$ cat src/shared/sdc_pkg.sv
/*
 * Shared constants and types for the sigma-delta codec datapath: register offsets, control bit
 * positions, serial control word layout and serial port states.
 * Assumes a 32-bit APB register bus and one 16-bit serial word per device slot.
 */
package sdc_pkg;

  // ****************************************************************
  // Register map
  // ****************************************************************
  localparam logic [11:0] SDC_OFF_CTRL_A = 12'h000;
  localparam logic [11:0] SDC_OFF_CTRL_B = 12'h004;
  localparam logic [11:0] SDC_OFF_CTRL_C = 12'h008;
  localparam logic [11:0] SDC_OFF_CTRL_D = 12'h00C;
  localparam logic [11:0] SDC_OFF_CTRL_E = 12'h010;
  localparam logic [11:0] SDC_OFF_ADC = 12'h014;
  localparam logic [11:0] SDC_OFF_STATUS = 12'h018;
  localparam int SDC_NUM_CTRL = 5;
  localparam logic [7:0] SDC_CTRL_RESET = 8'h00;

  // ****************************************************************
  // Control register index and field positions
  // ****************************************************************
  localparam logic [2:0] SDC_IDX_A = 3'h0;
  localparam logic [2:0] SDC_IDX_B = 3'h1;
  localparam logic [2:0] SDC_IDX_C = 3'h2;
  localparam logic [2:0] SDC_IDX_D = 3'h3;
  localparam logic [2:0] SDC_IDX_E = 3'h4;
  localparam int SDC_A_MODE_BIT = 0;
  localparam int SDC_A_MIXED_BIT = 1;
  localparam int SDC_A_DEVCNT_LSB = 2;
  localparam int SDC_B_SRATE_LSB = 0;
  localparam int SDC_B_SCLK_LSB = 2;
  localparam int SDC_C_BUFFERED_REF_PIN_BIT = 6;
  localparam int SDC_D_GAIN_LSB = 4;
  localparam int SDC_D_MUTE_BIT = 7;
  localparam int SDC_E_INTERP_BYPASS_BIT = 5;

  // ****************************************************************
  // Timing and datapath constants
  // ****************************************************************
  localparam logic [2:0] SDC_MOD_DIV_M1 = 3'h7;
  localparam logic [3:0] SDC_MOD_DIV = 4'h8;
  localparam logic [3:0] SDC_LOG2N_SLOWEST = 4'h8;
  localparam logic [3:0] SDC_SCLK_MIN = 4'h2;
  localparam logic [4:0] SDC_ADC_BITS = 5'hF;
  localparam logic [3:0] SDC_WORD_LAST = 4'hF;
  localparam int SDC_ADC_MAX = 16383;
  localparam int SDC_ADC_MIN = -16384;
  localparam int SDC_DAC_MAX = 32767;
  localparam int SDC_DAC_MIN = -32768;

  // ****************************************************************
  // Types
  // ****************************************************************
  typedef struct packed {
    logic ctrl;
    logic [2:0] unused;
    logic rd;
    logic [2:0] addr;
    logic [7:0] data;
  } sdc_cw_s;

  typedef enum logic {SDC_SP_IDLE, SDC_SP_SHIFT} sdc_ser_e;

endpackage : sdc_pkg

$ cat src/rtl/sdc_codec.sv
/*
 * Digital datapath of a single-channel sigma-delta voice codec: sinc3 decimator, sinc3
 * interpolator with bypass, DAC digital modulator, serial master port and APB control registers.
 * Assumes pclk is the divided master clock, gated by ce, and that adc_bit and ser_din arrive
 * asynchronously from pins.
 */
// Behaviour
// - Modulator bitstream is taken once every eight divided master clock cycles.
// - Decimator is sinc3 lowering rate to clock over M of 256 to 2048.
// - Decimator response is cube of comb over N, result grown to 15 bits.
// - ADC words are 15-bit two's complement; remaining bit is the control flag in mixed mode, a sign copy otherwise.
// - DAC samples are two's complement, 0x7FFF top and 0x8000 bottom.
// - Interpolator is sinc3 with same N, raising 16-bit samples to clock over eight.
// - One DAC sample per period; missing sample reuses the previous value.
// - Interpolator bypass feeds DAC samples straight to the modulator.
// - DAC modulator makes a one-bit stream at clock over eight.
// - Three-bit output gain code selects +6 dB down to -15 dB.
// - Mute bit silences the analog output.
// - Reference output is enabled only while its enable bit is set.
// - Serial words shift most significant bit first at the serial clock.
// - Codec always starts serial transfers as master; host is slave.
// - Up to eight codecs may be cascaded on one host port.
// - Mode bit clear: frames write control registers, contents may be read back.
// - Mode bit set, mixed off: every frame is DAC data, only ADC returned.
// - Mode and mixed set: frame MSB selects control or data, 15-bit resolution.
// - Sample rate code 00 to 11 selects clock over 2048, 1024, 512, 256.
`timescale 1ns/100ps
module sdc_codec #(
  parameter int ACC_W = 26,
  parameter int INT_W = 40
) (
  input wire logic pclk,
  input wire logic presetn,
  input wire logic ce,
  input wire logic psel,
  input wire logic penable,
  input wire logic pwrite,
  input wire logic [11:0] paddr,
  input wire logic [31:0] pwdata,
  output logic [31:0] prdata,
  output logic pready,
  output logic pslverr,
  input wire logic adc_bit,
  output logic dac_bit,
  output logic codec_serial_clock,
  output logic ser_fsync,
  output logic ser_dout,
  input wire logic ser_din,
  output logic [2:0] out_gain_sel,
  output logic out_mute,
  output logic ref_out_enable,
  output logic interp_bypass
);

  // ****************************************************************
  // State
  // ****************************************************************
  localparam logic [2:0] SDC_IDX_A = sdc_pkg::SDC_IDX_A;
  localparam logic [2:0] SDC_IDX_B = sdc_pkg::SDC_IDX_B;
  localparam logic [2:0] SDC_IDX_C = sdc_pkg::SDC_IDX_C;
  localparam logic [2:0] SDC_IDX_D = sdc_pkg::SDC_IDX_D;
  localparam logic [2:0] SDC_IDX_E = sdc_pkg::SDC_IDX_E;
  logic [7:0] ctrl_r [sdc_pkg::SDC_NUM_CTRL];
  logic [7:0] ctrl_nxt [sdc_pkg::SDC_NUM_CTRL];
  logic [31:0] prdata_r, prdata_nxt;
  logic pready_r, pready_nxt, pslverr_r, pslverr_nxt;
  logic adc_m_r, adc_s_r, din_m_r, din_s_r;
  logic [2:0] mod_cnt_r, mod_cnt_nxt;
  logic [7:0] samp_cnt_r, samp_cnt_nxt;
  logic signed [ACC_W-1:0] di_r [3];
  logic signed [ACC_W-1:0] di_nxt [3];
  logic signed [ACC_W-1:0] dd_r [3];
  logic signed [ACC_W-1:0] dd_nxt [3];
  logic signed [14:0] adc_r, adc_nxt;
  logic signed [18:0] id_r [3];
  logic signed [18:0] id_nxt [3];
  logic signed [INT_W-1:0] ii_r [3];
  logic signed [INT_W-1:0] ii_nxt [3];
  logic [15:0] dac_hold_r, dac_hold_nxt;
  logic [16:0] dsm_r, dsm_nxt;
  logic dac_bit_r, dac_bit_nxt;
  sdc_pkg::sdc_ser_e sp_r, sp_nxt;
  logic [3:0] div_r, div_nxt, bit_r, bit_nxt;
  logic [2:0] word_r, word_nxt;
  logic [15:0] sh_r, sh_nxt, rdback_r, rdback_nxt;
  logic sclk_r, sclk_nxt, fs_r, fs_nxt, sdo_r, sdo_nxt;

  // ****************************************************************
  // Decoded controls
  // ****************************************************************
  logic strobe, samp_evt, mode_data, mode_mixed;
  logic [3:0] log2n, sclk_per, sclk_half;
  logic [7:0] n_m1;
  logic [2:0] dev_m1;
  logic [1:0] srate, sclk_code;

  always_comb begin
    mode_data = ctrl_r[SDC_IDX_A][sdc_pkg::SDC_A_MODE_BIT];
    mode_mixed = ctrl_r[SDC_IDX_A][sdc_pkg::SDC_A_MIXED_BIT];
    dev_m1 = ctrl_r[SDC_IDX_A][sdc_pkg::SDC_A_DEVCNT_LSB +: 3];
    srate = ctrl_r[SDC_IDX_B][sdc_pkg::SDC_B_SRATE_LSB +: 2];
    sclk_code = ctrl_r[SDC_IDX_B][sdc_pkg::SDC_B_SCLK_LSB +: 2];
    log2n = sdc_pkg::SDC_LOG2N_SLOWEST - {2'h0, srate};
    n_m1 = 8'((9'h001 << log2n) - 9'h001);
    strobe = (mod_cnt_r == sdc_pkg::SDC_MOD_DIV_M1);
    samp_evt = strobe && (samp_cnt_r == n_m1);
    sclk_per = sdc_pkg::SDC_MOD_DIV >> sclk_code;
    if (sclk_per < sdc_pkg::SDC_SCLK_MIN) begin
      sclk_per = sdc_pkg::SDC_SCLK_MIN;
    end
    sclk_half = sclk_per >> 1;
  end

  // ****************************************************************
  // Sample timing and decimator
  // ****************************************************************
  logic signed [ACC_W-1:0] din_pm, c1, c2, c3, dsh;
  logic [3:0] dshift;

  always_comb begin
    mod_cnt_nxt = mod_cnt_r + 3'h1;
    samp_cnt_nxt = samp_cnt_r;
    di_nxt = di_r;
    dd_nxt = dd_r;
    adc_nxt = adc_r;
    din_pm = adc_s_r ? ACC_W'(1) : -ACC_W'(1);
    c1 = di_r[2] - dd_r[0];
    c2 = c1 - dd_r[1];
    c3 = c2 - dd_r[2];
    dshift = 4'((3 * log2n) - 14);
    dsh = c3 >>> dshift;
    if (strobe) begin
      samp_cnt_nxt = samp_evt ? 8'h00 : samp_cnt_r + 8'h01;
      di_nxt[0] = di_r[0] + din_pm;
      di_nxt[1] = di_r[1] + di_r[0];
      di_nxt[2] = di_r[2] + di_r[1];
    end
    if (samp_evt) begin
      dd_nxt[0] = di_r[2];
      dd_nxt[1] = c1;
      dd_nxt[2] = c2;
      if (dsh > ACC_W'(sdc_pkg::SDC_ADC_MAX)) begin
        adc_nxt = 15'(sdc_pkg::SDC_ADC_MAX);
      end else if (dsh < ACC_W'(sdc_pkg::SDC_ADC_MIN)) begin
        adc_nxt = 15'(sdc_pkg::SDC_ADC_MIN);
      end else begin
        adc_nxt = dsh[14:0];
      end
    end
  end

  always_ff @(posedge pclk or negedge presetn) begin
    if (!presetn) begin
      mod_cnt_r <= 3'h0;
      samp_cnt_r <= 8'h00;
      di_r <= '{default: '0};
      dd_r <= '{default: '0};
      adc_r <= 15'h0000;
      adc_m_r <= 1'b0;
      adc_s_r <= 1'b0;
      din_m_r <= 1'b0;
      din_s_r <= 1'b0;
    end else if (ce) begin
      mod_cnt_r <= mod_cnt_nxt;
      samp_cnt_r <= samp_cnt_nxt;
      di_r <= di_nxt;
      dd_r <= dd_nxt;
      adc_r <= adc_nxt;
      adc_m_r <= adc_bit;
      adc_s_r <= adc_m_r;
      din_m_r <= ser_din;
      din_s_r <= din_m_r;
    end
  end

  // ****************************************************************
  // Interpolator and DAC modulator
  // ****************************************************************
  logic signed [18:0] k1, k2, k3;
  logic signed [INT_W-1:0] iu, ish;
  logic signed [15:0] mod_in;

  always_comb begin
    id_nxt = id_r;
    ii_nxt = ii_r;
    dsm_nxt = dsm_r;
    dac_bit_nxt = dac_bit_r;
    k1 = 19'(signed'(dac_hold_r)) - id_r[0];
    k2 = k1 - id_r[1];
    k3 = k2 - id_r[2];
    iu = samp_evt ? INT_W'(k3) : '0;
    ish = ii_r[2] >>> {log2n, 1'b0};
    if (ish > INT_W'(sdc_pkg::SDC_DAC_MAX)) begin
      mod_in = 16'(sdc_pkg::SDC_DAC_MAX);
    end else if (ish < INT_W'(sdc_pkg::SDC_DAC_MIN)) begin
      mod_in = 16'(sdc_pkg::SDC_DAC_MIN);
    end else begin
      mod_in = ish[15:0];
    end
    if (interp_bypass) begin
      mod_in = dac_hold_r;
    end
    if (samp_evt) begin
      id_nxt[0] = 19'(signed'(dac_hold_r));
      id_nxt[1] = k1;
      id_nxt[2] = k2;
    end
    if (strobe) begin
      ii_nxt[0] = ii_r[0] + iu;
      ii_nxt[1] = ii_r[1] + ii_r[0];
      ii_nxt[2] = ii_r[2] + ii_r[1];
      dsm_nxt = {1'b0, dsm_r[15:0]} + {1'b0, ~mod_in[15], mod_in[14:0]};
      dac_bit_nxt = dsm_nxt[16];
    end
  end

  always_ff @(posedge pclk or negedge presetn) begin
    if (!presetn) begin
      id_r <= '{default: '0};
      ii_r <= '{default: '0};
      dsm_r <= 17'h00000;
      dac_bit_r <= 1'b0;
    end else if (ce) begin
      id_r <= id_nxt;
      ii_r <= ii_nxt;
      dsm_r <= dsm_nxt;
      dac_bit_r <= dac_bit_nxt;
    end
  end

  // ****************************************************************
  // Serial port, control registers and APB slave
  // ****************************************************************
  sdc_pkg::sdc_cw_s cw;
  logic done, is_ctrl, apb_acc, apb_wr;

  always_comb begin
    sp_nxt = sp_r;
    div_nxt = div_r;
    bit_nxt = bit_r;
    word_nxt = word_r;
    sh_nxt = sh_r;
    sclk_nxt = sclk_r;
    fs_nxt = 1'b0;
    sdo_nxt = sdo_r;
    rdback_nxt = rdback_r;
    dac_hold_nxt = dac_hold_r;
    ctrl_nxt = ctrl_r;
    done = 1'b0;
    case (sp_r)
      sdc_pkg::SDC_SP_IDLE: begin
        sclk_nxt = 1'b0;
        if (samp_evt) begin
          sp_nxt = sdc_pkg::SDC_SP_SHIFT;
          div_nxt = 4'h0;
          bit_nxt = 4'h0;
          word_nxt = 3'h0;
          if (!mode_data) begin
            sh_nxt = rdback_r;
          end else if (mode_mixed) begin
            sh_nxt = {1'b0, adc_nxt};
          end else begin
            sh_nxt = {adc_nxt[14], adc_nxt};
          end
        end
      end
      sdc_pkg::SDC_SP_SHIFT: begin
        div_nxt = (div_r == sclk_per - 4'h1) ? 4'h0 : div_r + 4'h1;
        if (div_r == 4'h0) begin
          sclk_nxt = 1'b1;
          sdo_nxt = sh_r[15];
          fs_nxt = (bit_r == 4'h0) && (word_r == 3'h0);
        end else if (div_r == sclk_half) begin
          sclk_nxt = 1'b0;
          sh_nxt = {sh_r[14:0], din_s_r};
          bit_nxt = bit_r + 4'h1;
          if (bit_r == sdc_pkg::SDC_WORD_LAST) begin
            word_nxt = word_r + 3'h1;
            if (word_r == dev_m1) begin
              done = 1'b1;
              sp_nxt = sdc_pkg::SDC_SP_IDLE;
            end
          end
        end
      end
      default: sp_nxt = sdc_pkg::SDC_SP_IDLE;
    endcase
    cw = sh_nxt;
    is_ctrl = !mode_data || (mode_mixed && cw.ctrl);
    if (done && is_ctrl) begin
      if (cw.rd && cw.addr < 3'(sdc_pkg::SDC_NUM_CTRL)) begin
        rdback_nxt = {1'b1, 3'h0, 1'b1, cw.addr, ctrl_r[cw.addr]};
      end else if (cw.addr < 3'(sdc_pkg::SDC_NUM_CTRL)) begin
        ctrl_nxt[cw.addr] = cw.data;
      end
    end else if (done) begin
      dac_hold_nxt = mode_mixed ? {cw[14:0], 1'b0} : cw;
    end
    apb_acc = psel && !penable;
    apb_wr = psel && penable && pready_r && pwrite;
    pready_nxt = apb_acc;
    pslverr_nxt = 1'b0;
    prdata_nxt = 32'h0000_0000;
    if (apb_acc) begin
      case (paddr)
        sdc_pkg::SDC_OFF_CTRL_A: prdata_nxt = {24'h000000, ctrl_r[SDC_IDX_A]};
        sdc_pkg::SDC_OFF_CTRL_B: prdata_nxt = {24'h000000, ctrl_r[SDC_IDX_B]};
        sdc_pkg::SDC_OFF_CTRL_C: prdata_nxt = {24'h000000, ctrl_r[SDC_IDX_C]};
        sdc_pkg::SDC_OFF_CTRL_D: prdata_nxt = {24'h000000, ctrl_r[SDC_IDX_D]};
        sdc_pkg::SDC_OFF_CTRL_E: prdata_nxt = {24'h000000, ctrl_r[SDC_IDX_E]};
        sdc_pkg::SDC_OFF_ADC: prdata_nxt = {{17{adc_r[14]}}, adc_r};
        sdc_pkg::SDC_OFF_STATUS: prdata_nxt = {15'h0000, dac_hold_r, sp_r};
        default: pslverr_nxt = 1'b1;
      endcase
    end
    if (apb_wr) begin
      case (paddr)
        sdc_pkg::SDC_OFF_CTRL_A: ctrl_nxt[SDC_IDX_A] = pwdata[7:0];
        sdc_pkg::SDC_OFF_CTRL_B: ctrl_nxt[SDC_IDX_B] = pwdata[7:0];
        sdc_pkg::SDC_OFF_CTRL_C: ctrl_nxt[SDC_IDX_C] = pwdata[7:0];
        sdc_pkg::SDC_OFF_CTRL_D: ctrl_nxt[SDC_IDX_D] = pwdata[7:0];
        sdc_pkg::SDC_OFF_CTRL_E: ctrl_nxt[SDC_IDX_E] = pwdata[7:0];
        default: begin
        end
      endcase
    end
  end

  always_ff @(posedge pclk or negedge presetn) begin
    if (!presetn) begin
      sp_r <= sdc_pkg::SDC_SP_IDLE;
      div_r <= 4'h0;
      bit_r <= 4'h0;
      word_r <= 3'h0;
      sh_r <= 16'h0000;
      sclk_r <= 1'b0;
      fs_r <= 1'b0;
      sdo_r <= 1'b0;
      rdback_r <= 16'h0000;
      dac_hold_r <= 16'h0000;
      ctrl_r <= '{default: sdc_pkg::SDC_CTRL_RESET};
      prdata_r <= 32'h0000_0000;
      pready_r <= 1'b0;
      pslverr_r <= 1'b0;
    end else if (ce) begin
      sp_r <= sp_nxt;
      div_r <= div_nxt;
      bit_r <= bit_nxt;
      word_r <= word_nxt;
      sh_r <= sh_nxt;
      sclk_r <= sclk_nxt;
      fs_r <= fs_nxt;
      sdo_r <= sdo_nxt;
      rdback_r <= rdback_nxt;
      dac_hold_r <= dac_hold_nxt;
      ctrl_r <= ctrl_nxt;
      prdata_r <= prdata_nxt;
      pready_r <= pready_nxt;
      pslverr_r <= pslverr_nxt;
    end
  end

  // ****************************************************************
  // Outputs
  // ****************************************************************
  assign prdata = prdata_r;
  assign pready = pready_r;
  assign pslverr = pslverr_r;
  assign dac_bit = dac_bit_r;
  assign codec_serial_clock = sclk_r;
  assign ser_fsync = fs_r;
  assign ser_dout = sdo_r;
  assign out_gain_sel = ctrl_r[SDC_IDX_D][sdc_pkg::SDC_D_GAIN_LSB +: 3];
  assign out_mute = ctrl_r[SDC_IDX_D][sdc_pkg::SDC_D_MUTE_BIT];
  assign ref_out_enable = ctrl_r[SDC_IDX_C][sdc_pkg::SDC_C_BUFFERED_REF_PIN_BIT];
  assign interp_bypass = ctrl_r[SDC_IDX_E][sdc_pkg::SDC_E_INTERP_BYPASS_BIT];

endmodule : sdc_codec

$ cat config.mk
export PLATFORM = sky130hd
export DESIGN_NAME = sdc_codec
export DESIGN_NICKNAME = d
export VERILOG_FILES = /design/src/shared/sdc_pkg.sv /design/src/rtl/sdc_codec.sv
export SDC_FILE = /design/constraint.sdc
export NUM_CORES = 2
export LEC_CHECK = 0
export BUFFER_PORTS_ARGS = -buffer_cell sky130_fd_sc_hd__clkbuf_2
export CORE_ASPECT_RATIO = 0.9
export CORE_MARGIN = 2
export CORE_UTILIZATION = 35
export DETAILED_ROUTE_END_ITERATION = 12
export MAX_ROUTING_LAYER = met4
export PLACE_DENSITY = 0.53
export SLEW_MARGIN = 30
export SYNTH_ARGS = -nofsm -noshare
export SYNTH_HDL_FRONTEND = slang
export SYNTH_SLANG_ARGS = --single-unit
$ cat constraint.sdc
create_clock -name pclk -period 18.3 [get_ports pclk]
set_input_delay 1.83 -clock pclk [delete_from_list [all_inputs] [get_ports pclk]]
set_output_delay 1.83 -clock pclk [all_outputs]
set_load 0.02 [all_outputs]
==> results.txt <==
outcome: finished clean
Hold Vio Cnt, Final: 0
nets@finish: 4968
instance area after placement: 39800 µm²
clock edge transition at the registers on the reported setup and hold paths: 0.06 ns
number of violations reported at the end of detailed-routing iteration 0: 2066
final non-filler cell total: 6056
Post CTS Setup Buffer Count: 0
top cell family by delay on the critical path: compound AO/OA/AOI/OAI gates
area added between synthesis and finish: 10.7%
relative max-transition margin: 39.4%
gate count of the mapped netlist: 4560
CTS tree: done
number of search-and-repair iterations in the first detailed-routing pass: 9
TritonCTS Buffers: 67
startpoint type of the worst setup path: flip-flop
peak clock frequency supported by timing: 93.8 MHz
GRT Util Overall: 18.1%
area used by multi-input combinational logic: 23700 µm²
layout cells sized above 1: 7.49%
count of antenna-violating nets left after detailed routing: 0
min cycle time layout: 10.66 ns
critical path start-end classification: reg2reg
via density per instance: 5.25
number of core rows: 114
via count of the first global-routing pass: 30400
setup repair after global routing missed its margin: no
Root Buffer: sky130_fd_sc_hd__clkbuf_16
metal2 WL: 41.4 mm
post-synthesis sequential area ratio: 32.4%
synth top area cells: sky130_fd_sc_hd__dfrtp_1 (32%), sky130_fd_sc_hd__ha_1 (11%), sky130_fd_sc_hd__o21ai_0 (6.7%), sky130_fd_sc_hd__nand2_1 (5.9%), sky130_fd_sc_hd__a21oi_1 (3.5%)
top layer reached by signal wires: met4
total net switching power: 3200 µW
clk_skew: 0.0366 ns
top-area cell type share of the netlist area: 32.4%
Post-synth EDFFs: 0
Resize count post-CTS: 0
FF-to-FF path depth: 35
area of all placed cells without fillers: 42100 µm²
I/O Buffers: 71
most frequent CP cell: sky130_fd_sc_hd__a21oi_1
Max Cap Viol: 0
sum of routed wire length over all layers: 96.8 mm
Fin Setup TNS: 0 ns
largest net degree at the start of global routing: 231
Yosys warnings: 0
worst min path class: reg2reg
number of vias in the routed layout: 31800
slowest library cell on the worst path: sky130_fd_sc_hd__xnor3_1
insertion delay of the later-clocked pin in the worst-skew pair: 0.63 ns
worst-path fanout max: 16
maximum buffer depth of the clock tree: 3
Sink Count: 493
htree depth: 3
Die H: 317 µm
Most used DFF post-synth: sky130_fd_sc_hd__dfrtp_1
post-DP HPWL: 70.3 mm
data required time at the worst endpoint: 18.80 ns
Core Box Area: 108000 µm²
Clk network pwr share: 19.7%
die area: 111000 µm²
number of stages on the worst hold path: 2
pre-CTS setup slack: 7.82 ns
flop2flop setup slack: 7.64 ns
fraction of power spent switching nets: 46.4%
met3 wire len: 4.58 mm
cell count after placement: 5935
cell internal power dissipation: 3700 µW
library cell with the largest summed area after synthesis: sky130_fd_sc_hd__dfrtp_1
total area of sequential cells: 12300 µm²
count of fill cells added during filler insertion: 11000
routed length per placed instance: 16.0 µm
maximum cell stage delay along the critical path: 0.65 ns
leakage: 0.0194 µW
Netlist cell types: 103
overflow left after global routing: 0
mean instance size in the synthesized netlist: 8.35 µm²
floorplan die width: 352 µm
instance count on the critical path: 35
cts hold-fix bufs: 0
wire length of the first global-routing pass: 162 mm
final setup violation count: 0
combinational power share: 60.6%
Reg power frac: 19.7%
initial core utilization: 35.3%
Max IR drop VDD: 199 µV
PwrDens: 164 nW/µm²
post-synthesis instance area: 38100 µm²
transition time at the pin with the least slew margin: 0.903 ns
fin. max-slew vios: 0
met1 WL: 48.9 mm
arrival time worst endpoint: 11.15 ns
Async S/R FF share, synth: 100%
post-synthesis sequential element count: 493
Post-route DRC: 0
I/O pin cnt: 96
Setup WS post-layout: 7.64 ns
endpoint class of the critical path: flip-flop
share of the cycle needed by the critical path after routing: 58.2%
number of nets in the synthesized netlist: 4973
buffers and inverters on the worst path: 0
initial antenna violation count: 0
weighted congestion reported at the end of routability-driven placement: 0.864
## metal layers
layer / global-route usage, % / vias to the layer above
li1: - / 16300
met1: 25.6 / 14800
met2: 27.1 / 561
met3: 2.92 / 121
met4: 4.15 / 0
met5: - / -
## cell type report
cell class | instances | area share (%)
Inverter | 341 | 3.04
Clock inverter | 24 | 0.680
Tap cell | 1450 | 4.31
Clock buffer | 95 | 4.71
Timing Repair Buffer | 118 | 1.76
Multi-Input combinational cell | 3534 | 56.2
Antenna cell | 1 | 0.00594
Sequential cell | 493 | 29.3
## logic make-up after synthesis
kind of cell | after synthesis | synth area share (%)
simple gates | 1370 | 16.5
xor+xnor | 250 | 5.79
buf+inv | 533 | 5.48
mux | 136 | 3.89
flops | 493 | 32.4
fa+ha+maj | 361 | 12.1
compound gates | 1417 | 23.8
## worst paths after layout
path | to | start
worst max register to register | ctrl_r[30] | di_r[2]
min in group asynchronous | di_r[55] | presetn
worst min register to register | adc_r[10] | adc_r[10]
max in group asynchronous | ctrl_r[24] | presetn
worst min-delay path | adc_r[10] | adc_r[10]
worst max-delay path | ctrl_r[30] | di_r[2]
## registers in the layout, summed over array words and instances, names as in the netlist, 3 cells and up
| register | flops |
|---|---|
| dsm_r | 16 |
| samp_cnt_r | 8 |
| id_r | 51 |
| div_r | 4 |
| dd_r | 78 |
| sh_r | 16 |
| word_r | 3 |
| ii_r | 120 |
| prdata | 18 |
| di_r | 78 |
| bit_r | 4 |
| out_gain_sel | 3 |
| ctrl_r | 34 |
| dac_hold_r | 16 |
| mod_cnt_r | 3 |
| adc_r | 15 |
| rdback_r | 12 |
## synthesized netlist by cell type, types with 33 or more instances
| library cell | n |
|---|---|
| sky130_fd_sc_hd__dfrtp_1 | 493 |
| sky130_fd_sc_hd__a21o_1 | 76 |
| sky130_fd_sc_hd__inv_1 | 337 |
| sky130_fd_sc_hd__o21a_1 | 39 |
| sky130_fd_sc_hd__xnor2_1 | 139 |
| sky130_fd_sc_hd__nor2b_1 | 35 |
| sky130_fd_sc_hd__mux2_2 | 52 |
| sky130_fd_sc_hd__nor3_1 | 86 |
| sky130_fd_sc_hd__a31oi_1 | 37 |
| sky130_fd_sc_hd__o31ai_1 | 64 |
| sky130_fd_sc_hd__nand2b_1 | 65 |
| sky130_fd_sc_hd__a211oi_1 | 40 |
| sky130_fd_sc_hd__and3_1 | 53 |
| sky130_fd_sc_hd__ha_1 | 348 |
| sky130_fd_sc_hd__o211ai_1 | 44 |
| sky130_fd_sc_hd__nor2_1 | 288 |
| sky130_fd_sc_hd__mux2i_1 | 78 |
| sky130_fd_sc_hd__a21oi_1 | 263 |
| sky130_fd_sc_hd__xor2_1 | 110 |
| sky130_fd_sc_hd__a21boi_0 | 33 |
| sky130_fd_sc_hd__o21bai_1 | 40 |
| sky130_fd_sc_hd__o21ai_0 | 513 |
| sky130_fd_sc_hd__clkbuf_1 | 148 |
| sky130_fd_sc_hd__nand2_1 | 599 |
| sky130_fd_sc_hd__nand3_1 | 96 |
## power groups by stage
stage / sequential, µW / combinational (µW) / clock [µW]
6_report: 1360 / 4180 / 1360
5_1_grt: 1380 / 4700 / 1450
4_1_cts: 1360 / 4160 / 1410
3_5_place_dp: 1380 / 4140 / 0
3_3_place_gp: 1380 / 4100 / 0
2_1_floorplan: 1340 / 3300 / 0
## placed cells by master, fill, tap and decap left out, drive strengths merged, types with 19 or more instances in the layout
cell / count
nor2b: 35
nor3: 87
xor2: 110
nand4: 24
dfrtp: 493
nand2: 600
o21a: 39
clkbuf: 164
buf: 49
o31ai: 64
inv: 344
a21o: 76
o21ai: 519
nor2: 289
ha: 348
o21bai: 40
a211oi: 41
mux2: 54
and2: 25
o211ai: 46
mux2i: 78
a21boi: 34
a2bb2oi: 25
nor3b: 19
nand3: 96
and3: 53
nand2b: 65
xnor2: 139
a22oi: 29
a31oi: 38
a21oi: 267
## tightest hold or removal path, stage by stage (launching register included)
cell                      delay (ns)
sky130_fd_sc_hd__dfrtp_1        0.34
sky130_fd_sc_hd__nand2_1        0.05
sky130_fd_sc_hd__nand2_1        0.05
## per-stage QoR
stage / hold slack (ns) / total power [µW] / utilization (%)
global route: 0.492 / 7530 / 39.1
finish: 0.477 / 6890 / 39.1
floorplan: 0.446 / 4640 / -
detailed placement: 0.466 / 5520 / 37.0
CTS: 0.480 / 6930 / 39.1
global placement: 0.460 / 5480 / 37.0
No activity file was read; power rests on OpenSTA's default activity.
